===== config.mk =====
export PLATFORM = sky130hd
export DESIGN_NAME = stack_pull_rotate_exec
export DESIGN_NICKNAME = d
export VERILOG_FILES = /design/src/rtl/stack_exec_pkg.sv /design/src/rtl/mem_port_if.sv /design/src/rtl/stack_pull_rotate_exec.sv /design/src/rtl/mem_port_stage.sv
export VERILOG_INCLUDE_DIRS = /design/src /design/src/rtl
export SDC_FILE = /design/constraint.sdc
export NUM_CORES = 1
export LEC_CHECK = 0
export ABC_AREA = 1
export BUFFER_PORTS_ARGS = -buffer_cell sky130_fd_sc_hd__buf_2
export CORE_MARGIN = 8
export CORE_UTILIZATION = 50
export CTS_CLUSTER_SIZE = 28
export DETAILED_ROUTE_END_ITERATION = 10
export GPL_TIMING_DRIVEN = 0
export PLACE_DENSITY = 0.73
export SLEW_MARGIN = 25
export SYNTH_ARGS = -nofsm -noshare
export SYNTH_HDL_FRONTEND = slang
export SYNTH_HIERARCHICAL = 1
export SYNTH_SLANG_ARGS = --single-unit

===== constraint.sdc =====
create_clock -name clock -period 2 [get_ports clock]
set_clock_uncertainty 0.05 [all_clocks]
set_input_delay 0.6 -clock clock [delete_from_list [all_inputs] [get_ports clock]]
set_output_delay 0.6 -clock clock [all_outputs]
set_load 0.01 [all_outputs]

===== src/rtl/stack_exec_regs.svh =====
// Constants for the stack pull and rotate execution datapath
`ifndef STACK_EXEC_REGS_SVH
`define STACK_EXEC_REGS_SVH

`define OP_PULL_ACC      8'h68
`define OP_PULL_FLAGS    8'h28
`define OP_RET_INT       8'h40
`define OP_RET_SUB       8'h60
`define OP_ROL_ACC       8'h2A
`define OP_ROL_MEM       8'h26
`define OP_ROR_ACC       8'h6A
`define OP_ROR_MEM       8'h66
`define OP_NIB_ROT       8'h82
`define FLAG_CARRY_BIT   0
`define MSB_BIT          7
`define NIBBLE_SHIFT     4
`define SP_RESET         8'hFF
`define BYTE_RESET       8'h00
`define PC_RESET         16'h0000
`define PC_STEP          16'h0001

`endif


===== src/rtl/stack_exec_pkg.sv =====
// Types for the stack pull and rotate execution datapath
package stack_exec_pkg;
   typedef enum logic [2:0] {
      ST_IDLE  = 3'b000,
      ST_PULL1 = 3'b001,
      ST_PULL2 = 3'b011,
      ST_PULL3 = 3'b010,
      ST_MWR   = 3'b110,
      ST_DONE  = 3'b111
   } exec_state_t;
endpackage : stack_exec_pkg


===== src/rtl/mem_port_if.sv =====
// Memory bus signals between the sequencer and the bus port stage
`timescale 1ns/1ps
interface mem_port_if;
   logic       rd_req;
   logic       wr_req;
   logic [7:0] addr;
   logic [7:0] wdata;
   modport seq  (output rd_req, output wr_req, output addr, output wdata);
   modport port (input rd_req, input wr_req, input addr, input wdata);
endinterface : mem_port_if


===== src/rtl/stack_pull_rotate_exec.sv =====
// Execution datapath for stack pulls, returns and rotates
`timescale 1ns/1ps
`include "stack_exec_regs.svh"

module stack_pull_rotate_exec (
   input  wire logic        clock,
   input  wire logic        resetn,
   input  wire logic        start,
   input  wire logic [7:0]  opcode,
   input  wire logic [7:0]  operand_addr,
   input  wire logic [7:0]  acc_in,
   input  wire logic [7:0]  flag_in,
   input  wire logic [7:0]  sp_in,
   input  wire logic [15:0] pc_in,
   input  wire logic [7:0]  mem_rdata,
   output logic             mem_rd,
   output logic             mem_wr,
   output logic [7:0]       mem_addr,
   output logic [7:0]       mem_wdata,
   output logic [7:0]       acc_out,
   output logic [7:0]       flag_register,
   output logic [7:0]       sp_out,
   output logic [15:0]      pc_out,
   output logic             busy,
   output logic             done
);
   typedef struct packed {
      stack_exec_pkg::exec_state_t st;
      logic [7:0]  op;
      logic [7:0]  addr;
      logic [7:0]  acc;
      logic [7:0]  flags;
      logic [7:0]  sp;
      logic [7:0]  return_addr_low;
      logic [7:0]  return_addr_high;
      logic [15:0] pc;
      logic        busy;
      logic        done;
      logic        rd;
      logic        rd_dly;
      logic        wr;
      logic [7:0]  bus_addr;
      logic [7:0]  wdata;
   } exec_q_t;

   exec_q_t    s_q;
   exec_q_t    s_d;
   mem_port_if bus ();

   // The port stage adds a cycle and the memory another, so a pull takes
   // its byte only once both rd and its delayed copy have dropped.
   logic        carry;
   logic        carry_in;
   logic [7:0]  sp_inc;
   logic        mem_op;

   always_comb begin
      s_d      = s_q;
      s_d.rd   = 1'b0;
      s_d.wr   = 1'b0;
      s_d.done = 1'b0;
      s_d.rd_dly = s_q.rd;
      carry    = s_q.flags[`FLAG_CARRY_BIT];
      carry_in = flag_in[`FLAG_CARRY_BIT];
      sp_inc   = 8'(s_q.sp + 8'h01);
      mem_op   = (s_q.op == `OP_ROL_MEM) || (s_q.op == `OP_ROR_MEM)
                 || (s_q.op == `OP_NIB_ROT);
      unique case (s_q.st)
         stack_exec_pkg::ST_IDLE: begin
            if (start) begin
               s_d.op    = opcode;
               s_d.addr  = operand_addr;
               s_d.acc   = acc_in;
               s_d.flags = flag_in;
               s_d.sp    = sp_in;
               s_d.pc    = pc_in;
               s_d.busy  = 1'b1;
               unique case (opcode)
                  `OP_PULL_ACC, `OP_PULL_FLAGS, `OP_RET_INT,
                  `OP_RET_SUB: begin
                     s_d.sp       = 8'(sp_in + 8'h01);
                     s_d.bus_addr = 8'(sp_in + 8'h01);
                     s_d.rd       = 1'b1;
                     s_d.st       = stack_exec_pkg::ST_PULL1;
                  end
                  `OP_ROL_MEM, `OP_ROR_MEM, `OP_NIB_ROT: begin
                     s_d.bus_addr = operand_addr;
                     s_d.rd       = 1'b1;
                     s_d.st       = stack_exec_pkg::ST_PULL1;
                  end
                  `OP_ROL_ACC: begin
                     s_d.acc = {acc_in[6:0], carry_in};
                     s_d.flags[`FLAG_CARRY_BIT] = acc_in[`MSB_BIT];
                     s_d.st  = stack_exec_pkg::ST_DONE;
                  end
                  `OP_ROR_ACC: begin
                     s_d.acc = {carry_in, acc_in[7:1]};
                     s_d.flags[`FLAG_CARRY_BIT] = acc_in[0];
                     s_d.st  = stack_exec_pkg::ST_DONE;
                  end
                  default: begin
                     s_d.st = stack_exec_pkg::ST_DONE;
                  end
               endcase
            end
         end
         stack_exec_pkg::ST_PULL1: begin
            // Data stands two cycles after rd, when rd_dly has dropped too
            if (!s_q.rd && !s_q.rd_dly) begin
               if (mem_op) begin
                  s_d.wr       = 1'b1;
                  s_d.bus_addr = s_q.addr;
                  if (s_q.op == `OP_ROL_MEM) begin
                     s_d.wdata = {mem_rdata[6:0], carry};
                     s_d.flags[`FLAG_CARRY_BIT] = mem_rdata[`MSB_BIT];
                  end else if (s_q.op == `OP_ROR_MEM) begin
                     s_d.wdata = {carry, mem_rdata[7:1]};
                     s_d.flags[`FLAG_CARRY_BIT] = mem_rdata[0];
                  end else begin
                     s_d.wdata = {mem_rdata[3:0], mem_rdata[7:4]};
                  end
                  s_d.st = stack_exec_pkg::ST_MWR;
               end else if (s_q.op == `OP_PULL_ACC) begin
                  s_d.acc = mem_rdata;
                  s_d.st  = stack_exec_pkg::ST_DONE;
               end else if (s_q.op == `OP_PULL_FLAGS) begin
                  s_d.flags = mem_rdata;
                  s_d.st    = stack_exec_pkg::ST_DONE;
               end else begin
                  if (s_q.op == `OP_RET_INT) begin
                     s_d.flags = mem_rdata;
                  end else begin
                     s_d.return_addr_low = mem_rdata;
                  end
                  s_d.sp       = sp_inc;
                  s_d.bus_addr = sp_inc;
                  s_d.rd       = 1'b1;
                  s_d.st       = stack_exec_pkg::ST_PULL2;
               end
            end
         end
         stack_exec_pkg::ST_PULL2: begin
            if (!s_q.rd && !s_q.rd_dly) begin
               if (s_q.op == `OP_RET_INT) begin
                  s_d.return_addr_low = mem_rdata;
                  s_d.sp       = sp_inc;
                  s_d.bus_addr = sp_inc;
                  s_d.rd       = 1'b1;
                  s_d.st       = stack_exec_pkg::ST_PULL3;
               end else begin
                  s_d.return_addr_high = mem_rdata;
                  s_d.pc = 16'({mem_rdata, s_q.return_addr_low}
                               + `PC_STEP);
                  s_d.st = stack_exec_pkg::ST_DONE;
               end
            end
         end
         stack_exec_pkg::ST_PULL3: begin
            if (!s_q.rd && !s_q.rd_dly) begin
               s_d.return_addr_high = mem_rdata;
               s_d.pc = {mem_rdata, s_q.return_addr_low};
               s_d.st = stack_exec_pkg::ST_DONE;
            end
         end
         stack_exec_pkg::ST_MWR: begin
            s_d.st = stack_exec_pkg::ST_DONE;
         end
         stack_exec_pkg::ST_DONE: begin
            s_d.busy = 1'b0;
            s_d.done = 1'b1;
            s_d.st   = stack_exec_pkg::ST_IDLE;
         end
         default: begin
            s_d.st   = stack_exec_pkg::ST_IDLE;
            s_d.busy = 1'b0;
         end
      endcase
   end

   always_ff @(posedge clock or negedge resetn) begin
      if (!resetn) begin
         s_q                  <= '0;
         s_q.st               <= stack_exec_pkg::ST_IDLE;
         s_q.sp               <= `SP_RESET;
         s_q.acc              <= `BYTE_RESET;
         s_q.flags            <= `BYTE_RESET;
         s_q.pc               <= `PC_RESET;
      end else begin
         s_q <= s_d;
      end
   end

   assign bus.rd_req = s_q.rd;
   assign bus.wr_req = s_q.wr;
   assign bus.addr   = s_q.bus_addr;
   assign bus.wdata  = s_q.wdata;

   mem_port_stage i_mem_port_stage (
      .clock     (clock),
      .resetn    (resetn),
      .req       (bus.port),
      .mem_rd    (mem_rd),
      .mem_wr    (mem_wr),
      .mem_addr  (mem_addr),
      .mem_wdata (mem_wdata)
   );

   assign acc_out       = s_q.acc;
   assign flag_register = s_q.flags;
   assign sp_out        = s_q.sp;
   assign pc_out        = s_q.pc;
   assign busy          = s_q.busy;
   assign done          = s_q.done;
endmodule : stack_pull_rotate_exec


===== src/rtl/mem_port_stage.sv =====
// Registered bus port stage driving the memory pins
`timescale 1ns/1ps
module mem_port_stage (
   input  wire logic clock,
   input  wire logic resetn,
   mem_port_if.port  req,
   output logic      mem_rd,
   output logic      mem_wr,
   output logic [7:0] mem_addr,
   output logic [7:0] mem_wdata
);
   typedef struct packed {
      logic       rd;
      logic       wr;
      logic [7:0] addr;
      logic [7:0] wdata;
   } port_state_t;

   port_state_t s_q;
   port_state_t s_d;

   always_comb begin
      s_d.rd    = req.rd_req;
      s_d.wr    = req.wr_req;
      s_d.addr  = req.addr;
      s_d.wdata = req.wdata;
   end

   always_ff @(posedge clock or negedge resetn) begin
      if (!resetn) begin
         s_q <= '0;
      end else begin
         s_q <= s_d;
      end
   end

   assign mem_rd    = s_q.rd;
   assign mem_wr    = s_q.wr;
   assign mem_addr  = s_q.addr;
   assign mem_wdata = s_q.wdata;
endmodule : mem_port_stage


# Yosys cells after proc, flatten, opt, wreduce, memory -nomap -nowiden
# Index checks and enable logic that the tools add are counted.
dict set report op_classes {
  addsub 3
  n_eq_ne 37
  n_mux 59
  bitwise 1
  n_reduce_logical 25
}
# op n
set op_table {}
lappend op_table {{$mux 8} 14}
lappend op_table {{$eq 8x7->1 const B} 8}
lappend op_table {{$mux 16} 4}
lappend op_table {{$mux 24} 2}
lappend op_table {{$pmux 16 s3} 1}
lappend op_table {{$pmux 8 s2} 3}
lappend op_table {{$pmux 8 s3} 2}
lappend op_table {{$mux 43} 1}
lappend op_table {{$eq 8x6->1 const B} 5}
lappend op_table {{$mux 40} 1}
lappend op_table {{$mux 17} 2}
lappend op_table {{$mux 32} 1}
lappend op_table {{$pmux 16 s2} 1}
lappend op_table {{$mux 3} 8}
lappend op_table {{$reduce_and 8->1} 3}
lappend op_table {{$ne 2x2->1 const B} 11}
lappend op_table {{$add 16x1->16 const B} 1}
lappend op_table {{$add 8x1->8 const B} 2}
lappend op_table {{$eq 8x8->1 const B} 2}
lappend op_table {{$mux 15} 1}
lappend op_table {{$pmux 3 s5} 1}
lappend op_table {{$mux 1} 14}
lappend op_table {{$reduce_and 6->1} 2}
lappend op_table {{$reduce_and 5->1} 2}
lappend op_table {{21 further kinds} 33}
dict set report totals {
  regBits 105
  input_bits 67
  output_inout_bits 60
  word_cells 144
}

# Longest topological paths before layout
dict set report depth {
  word_depth 7
  mapped_depth 13
  ltp_nobuf 12
}

# Modules after synthesis
# The synthesis kept the hierarchy.
# mod n_inst cells_per_inst area_each_um2 seq_area_each_um2
set modules_own_cells {}
lappend modules_own_cells {stack_pull_rotate_exec 1 958 6169.7 2212.1}
lappend modules_own_cells {mem_port_stage 1 18 450.4 450.4}

# Least setup slack after synthesis
# OpenSTA, ideal clock, no wires.
dict set report synth_path {
  path_type {input to register}
  from {input port opcode[4]}
  to {register s_q (netlist bit bus.addr[0])}
  setup_ps 65
  arrival_ps 1724
  t_required_ps 1885
  path_slack_ps 161
  cell_stages 11
  path_buffers 0
  cell_sequence {inv_1 -> nand2_1 -> nor2_1 -> nand2_1 -> nand2_1 -> nand2_2 -> nand3_1 -> nand2_1 -> nor2_2 -> nand2_1 -> nand2_1}
}
dict set report synth_via {
  elab_chain_cells 5
  word_cells_on_any_way 14
  classes_between {8 x eq/ne; 3 x mux; 3 x reduce/logical}
}
# item line
set synth_rtl {}
lappend synth_rtl {{from (decl)} stack_pull_rotate_exec.sv:9} ;# input wire logic [7:0] opcode,
lappend synth_rtl {{$eq 8x7->1, or another cell as far along} stack_pull_rotate_exec.sv:78} ;# unique case (opcode)
lappend synth_rtl {{$reduce_or 4->1 / $reduce_or 3->1 (equally long branches)} n/a}
lappend synth_rtl {{$pmux 8 s2} stack_pull_rotate_exec.sv:78}
lappend synth_rtl {{$mux 8} stack_pull_rotate_exec.sv:70} ;# if (start) begin
lappend synth_rtl {{$pmux 8 s3} stack_pull_rotate_exec.sv:68} ;# unique case (s_q.st)
lappend synth_rtl {{to (decl)} stack_pull_rotate_exec.sv:46} ;# exec_q_t s_q;
# Several ways; a longest one is shown, not always the timed one. The select of a mux whose other input is x is not followed.
# A chain may end at the register's enable or synchronous reset.

# Worst setup path in the final report
dict set report layout_path {
  from {register s_q[93] (netlist bit)}
  to {register s_q (netlist bit sp_out[1])}
}
dict set report layout_via {
  elab_chain_cells 3
  word_cells_on_any_way 13
  classes_between {9 x eq/ne; 1 x mux; 3 x reduce/logical}
}
# item line
set layout_rtl {}
lappend layout_rtl {{$eq 3x2->1, or another cell as far along} stack_pull_rotate_exec.sv:68}
lappend layout_rtl {{$ne 2x2->1 (no source line) / $reduce_bool 3->1 (equally long branches)} n/a}
lappend layout_rtl {{$reduce_and 8->1 (no source line)} n/a}
# Several ways; a longest one is shown, not always the timed one.

==> flow_summary.json <==
{
  "status": "finished clean",
  "drc_errors": 0,
  "finalCritPeriodShare_pct": 96.0,
  "hold_ws_ns": 0.109,
  "crit_path_top_delay_cell": "nor2_1",
  "warnings_synthesis": 6,
  "clk_latency_ns": 0.37,
  "fmax_mhz": 521,
  "ant_nets": 0,
  "start_util_pct": 50.6,
  "area_delta_synth_final_pct": 20.4,
  "holdBufCountCts": 0,
  "globalRoute.totalOverflow": 0,
  "timing_max_transition_violations_final": 0,
  "clock_sinks": 106,
  "cts-root-to-sink-buffers": 2,
  "cp-end-kind": "flop",
  "crit_type": "reg -> reg",
  "synth_fp_nets": 1046,
  "grt_pass1_vias": 6243,
  "grt_first_pass_wirelength_um": 31500,
  "antenna_violations_before_repair": 0,
  "yosys-top-cells-area": "dfrtp_1 (37%), nand2_1 (18%), nand3_1 (6.9%)",
  "largest_net_degree_at_the_start_of_global_routing": 61,
  "layout.area.seq_mm2": 0.00267,
  "design.die.area_mm2": 0.0172,
  "postSynthRegisterBits": 106,
  "num_rows": 42,
  "multi_input_area_mm2": 0.00323,
  "io_buffers": 125,
  "final.fill_count": 1280,
  "nNetsFinal": 1188,
  "worstPathCellList": "inv_2, nor2_2, buf_6, nor2_1, nand2_1, o21ai_0, nand2_1, nand2_1",
  "power_leakage_nw": 4.16,
  "worst_setup_path_start_kind": "flop",
  "root_buffer": "clkbuf_16",
  "setup_viol_count_final": 0,
  "detailedRoute.firstIterationViolations": 708,
  "ioPinCount": 127,
  "syn_inst": 976,
  "detail_route.vias_per_cell": 5.27,
  "synth_seq_area_share_pct": 40.2,
  "clk_pin_slew_ns": 0.08,
  "finalHoldViolations": 0,
  "fraction_of_final_layout_cells_sized_beyond_drive_strength_1_pct": 23.3,
  "critPathRequiredTime_ns": 2.26,
  "worst_slew_pin_slew_ns": 0.650,
  "yosysTopAreaCell": "dfrtp_1",
  "cts_max_level": 3,
  "crit_path_buf_inv_count": 2,
  "die_width_um": 131,
  "crit_arrival_ns": 2.18,
  "grt_setup_unrepaired": "true",
  "crit_top_cell": "nand2_1",
  "worstHoldPathType": "in -> async",
  "final_period_demand_of_the_worst_path_ns": 1.92,
  "detail_route.first_pass.iterations": 9,
  "post-synth-top-area-fraction_pct": 37.0,
  "final_cells": 1299,
  "dpl_cells": 1278,
  "peakVddDrop_mv": 0.679,
  "synth.cell_area_mm2": 0.00662,
  "critical-path-top-delay-family": "simple AND/OR/NAND/NOR gates",
  "wl_per_cell_um": 15.3,
  "insertedDiodeCount": 0,
  "timing.critical_path.fanout_max": 10,
  "finalWirelength_um": 19900,
  "cellPowerDensity_mw_per_mm2": 1440,
  "slowest_delay_ns": 0.50,
  "gp_routability_congestion": 0.943,
  "yosys.cell_types.count": 34,
  "tritoncts": "built",
  "grt_util_all_layers_pct": 23.3,
  "detailed_place_hpwl_um": 15100,
  "floorplan.die.height_um": 131,
  "power.total_w": 0.0115,
  "tritoncts.num_buffers": 9,
  "maxSlewHeadroom_pct": 56.5,
  "totalNegativeSetupSlack_ns": 0,
  "syn_avg_cell_area_um2": 6.78,
  "max_cap_violations": 0,
  "detailroute.via_count": 6843,
  "floorplan_core_area_mm2": 0.0131
}
cells by family (layout without fill, tap and decap cells):
family	count (synthesis)	count (layout)	share of synthesized area (%)
flip-flops	106	106	40.2
adder cells (fa/ha/maj)	3	3	0.567
AO/OA/AOI/OAI	143	143	11.3
XOR/XNOR	4	4	0.529
buffers and inverters	173	320	12.6
AND/OR/NAND/NOR	547	547	34.7
repair_timing:
item                                    in CTS  in global routing
setup buffers                                1                  5
endpoints found under the setup margin      48                 81
pin swaps                                    1                  3
cloned                                       0                  1
gates resized for setup                      4                 41
power breakdown:
group | leakage, nW | switching, W | internal [W]
registers | 1.26 | 0.000627 | 0.00313
clock network | 0.136 | 0.000846 | 0.000887
logic | 2.76 | 0.00367 | 0.00232
total | 4.16 | 0.00514 | 0.00634
area by class of cell:
| type | instances | area share (%) |
|---|---|---|
| inverters | 110 | 5.31 |
| flip-flops and latches | 106 | 33.4 |
| plain buffers | 61 | 5.34 |
| clock buffers | 11 | 3.05 |
| repair inverters | 1 | 0.0942 |
| clock inverters | 5 | 0.487 |
| well taps | 176 | 2.76 |
| multi-input cells | 697 | 40.5 |
| repair buffers | 132 | 9.00 |
synthesized netlist by cell type, drive strengths merged:
library cell,count
dfstp,8
or2,3
dfrtp,98
clkbuf,11
nand3b,2
nor3,11
ha,3
clkinv,2
o211ai,5
o21ai,87
and2,1
xnor2,1
nand4,11
o21bai,2
buf,52
a21oi,41
nor2,101
inv,108
nand3,91
nand2,327
xor2,3
o22ai,8
per-layer routing:
| layer | global-route usage [%] | vias up | part of all wire (%) |
|---|---|---|---|
| li1 | - | 3361 | - |
| met5 | 0 | - | 0 |
| met3 | 4.09 | 38 | 8.0 |
| met1 | 31.1 | 3143 | 43 |
| met2 | 37.7 | 301 | 47 |
| met4 | 7.77 | 0 | 2.1 |
worst paths after layout:
kind / start / end / slack (ns) / depth (start not counted)
max in group asynchronous: resetn / s_q[93] / 1.14 / 2
setup / recovery: s_q[93] / sp_out[1] / 0.08 / 8
hold / removal: resetn / s_q[82] / 0.11 / 1
hold reg to reg: bus.wr_req / i_mem_port_stage/mem_wr / 0.31 / 0
setup reg to reg: s_q[93] / sp_out[1] / 0.08 / 8
min in group clock: bus.wr_req / i_mem_port_stage/mem_wr / 0.31 / 0
cells in the final DEF (no fill, tap or decap), types with 4 or more instances in the layout:
cell,Yosys,final
o211ai_1,5,5
inv_2,5,5
clkbuf_16,0,9
clkbuf_1,10,8
buf_4,43,48
o22ai_1,8,8
nor2_2,5,7
buf_6,2,4
o21ai_0,70,70
nor2_4,1,7
dfrtp_1,98,96
nand3_1,91,88
a21oi_1,41,41
nand2_2,11,11
nand4_1,11,11
nor2_1,95,87
dfstp_2,8,8
nand2_4,1,7
inv_1,103,101
buf_2,7,129
nand2_1,314,308
nor3_1,11,11
o21ai_1,15,15
worst register-to-register path, stage by stage, from the launching register on:
cell,delay [ns]
dfrtp_2,0.45
inv_2,0.08
nor2_2,0.05
buf_6,0.15
nor2_1,0.51
nand2_1,0.10
o21ai_0,0.32
nand2_1,0.10
nand2_1,0.08
state kept, by name (all words and copies together) (netlist names):
signal,cells
done,1
pc_out,16
i_mem_port_stage/mem_wdata,8
i_mem_port_stage/mem_wr,1
flag_register,8
i_mem_port_stage/mem_addr,8
bus.addr,8
s_q,28
bus.wr_req,1
busy,1
acc_out,8
bus.rd_req,1
bus.wdata,8
i_mem_port_stage/mem_rd,1
sp_out,8
per-stage QoR:
step | util, % | worst slack [ns] | area (um^2)
floorplan | - | 0.161 | 6620
global placement | 57.1 | -0.909 | 7470
detailed placement | 57.3 | -0.423 | 7500
CTS | 59.6 | -0.0351 | 7800
global route | 60.9 | -0.0239 | 7970
finish | 60.9 | 0.0794 | 7970
Note: power is estimated with default switching activity, not from simulation.
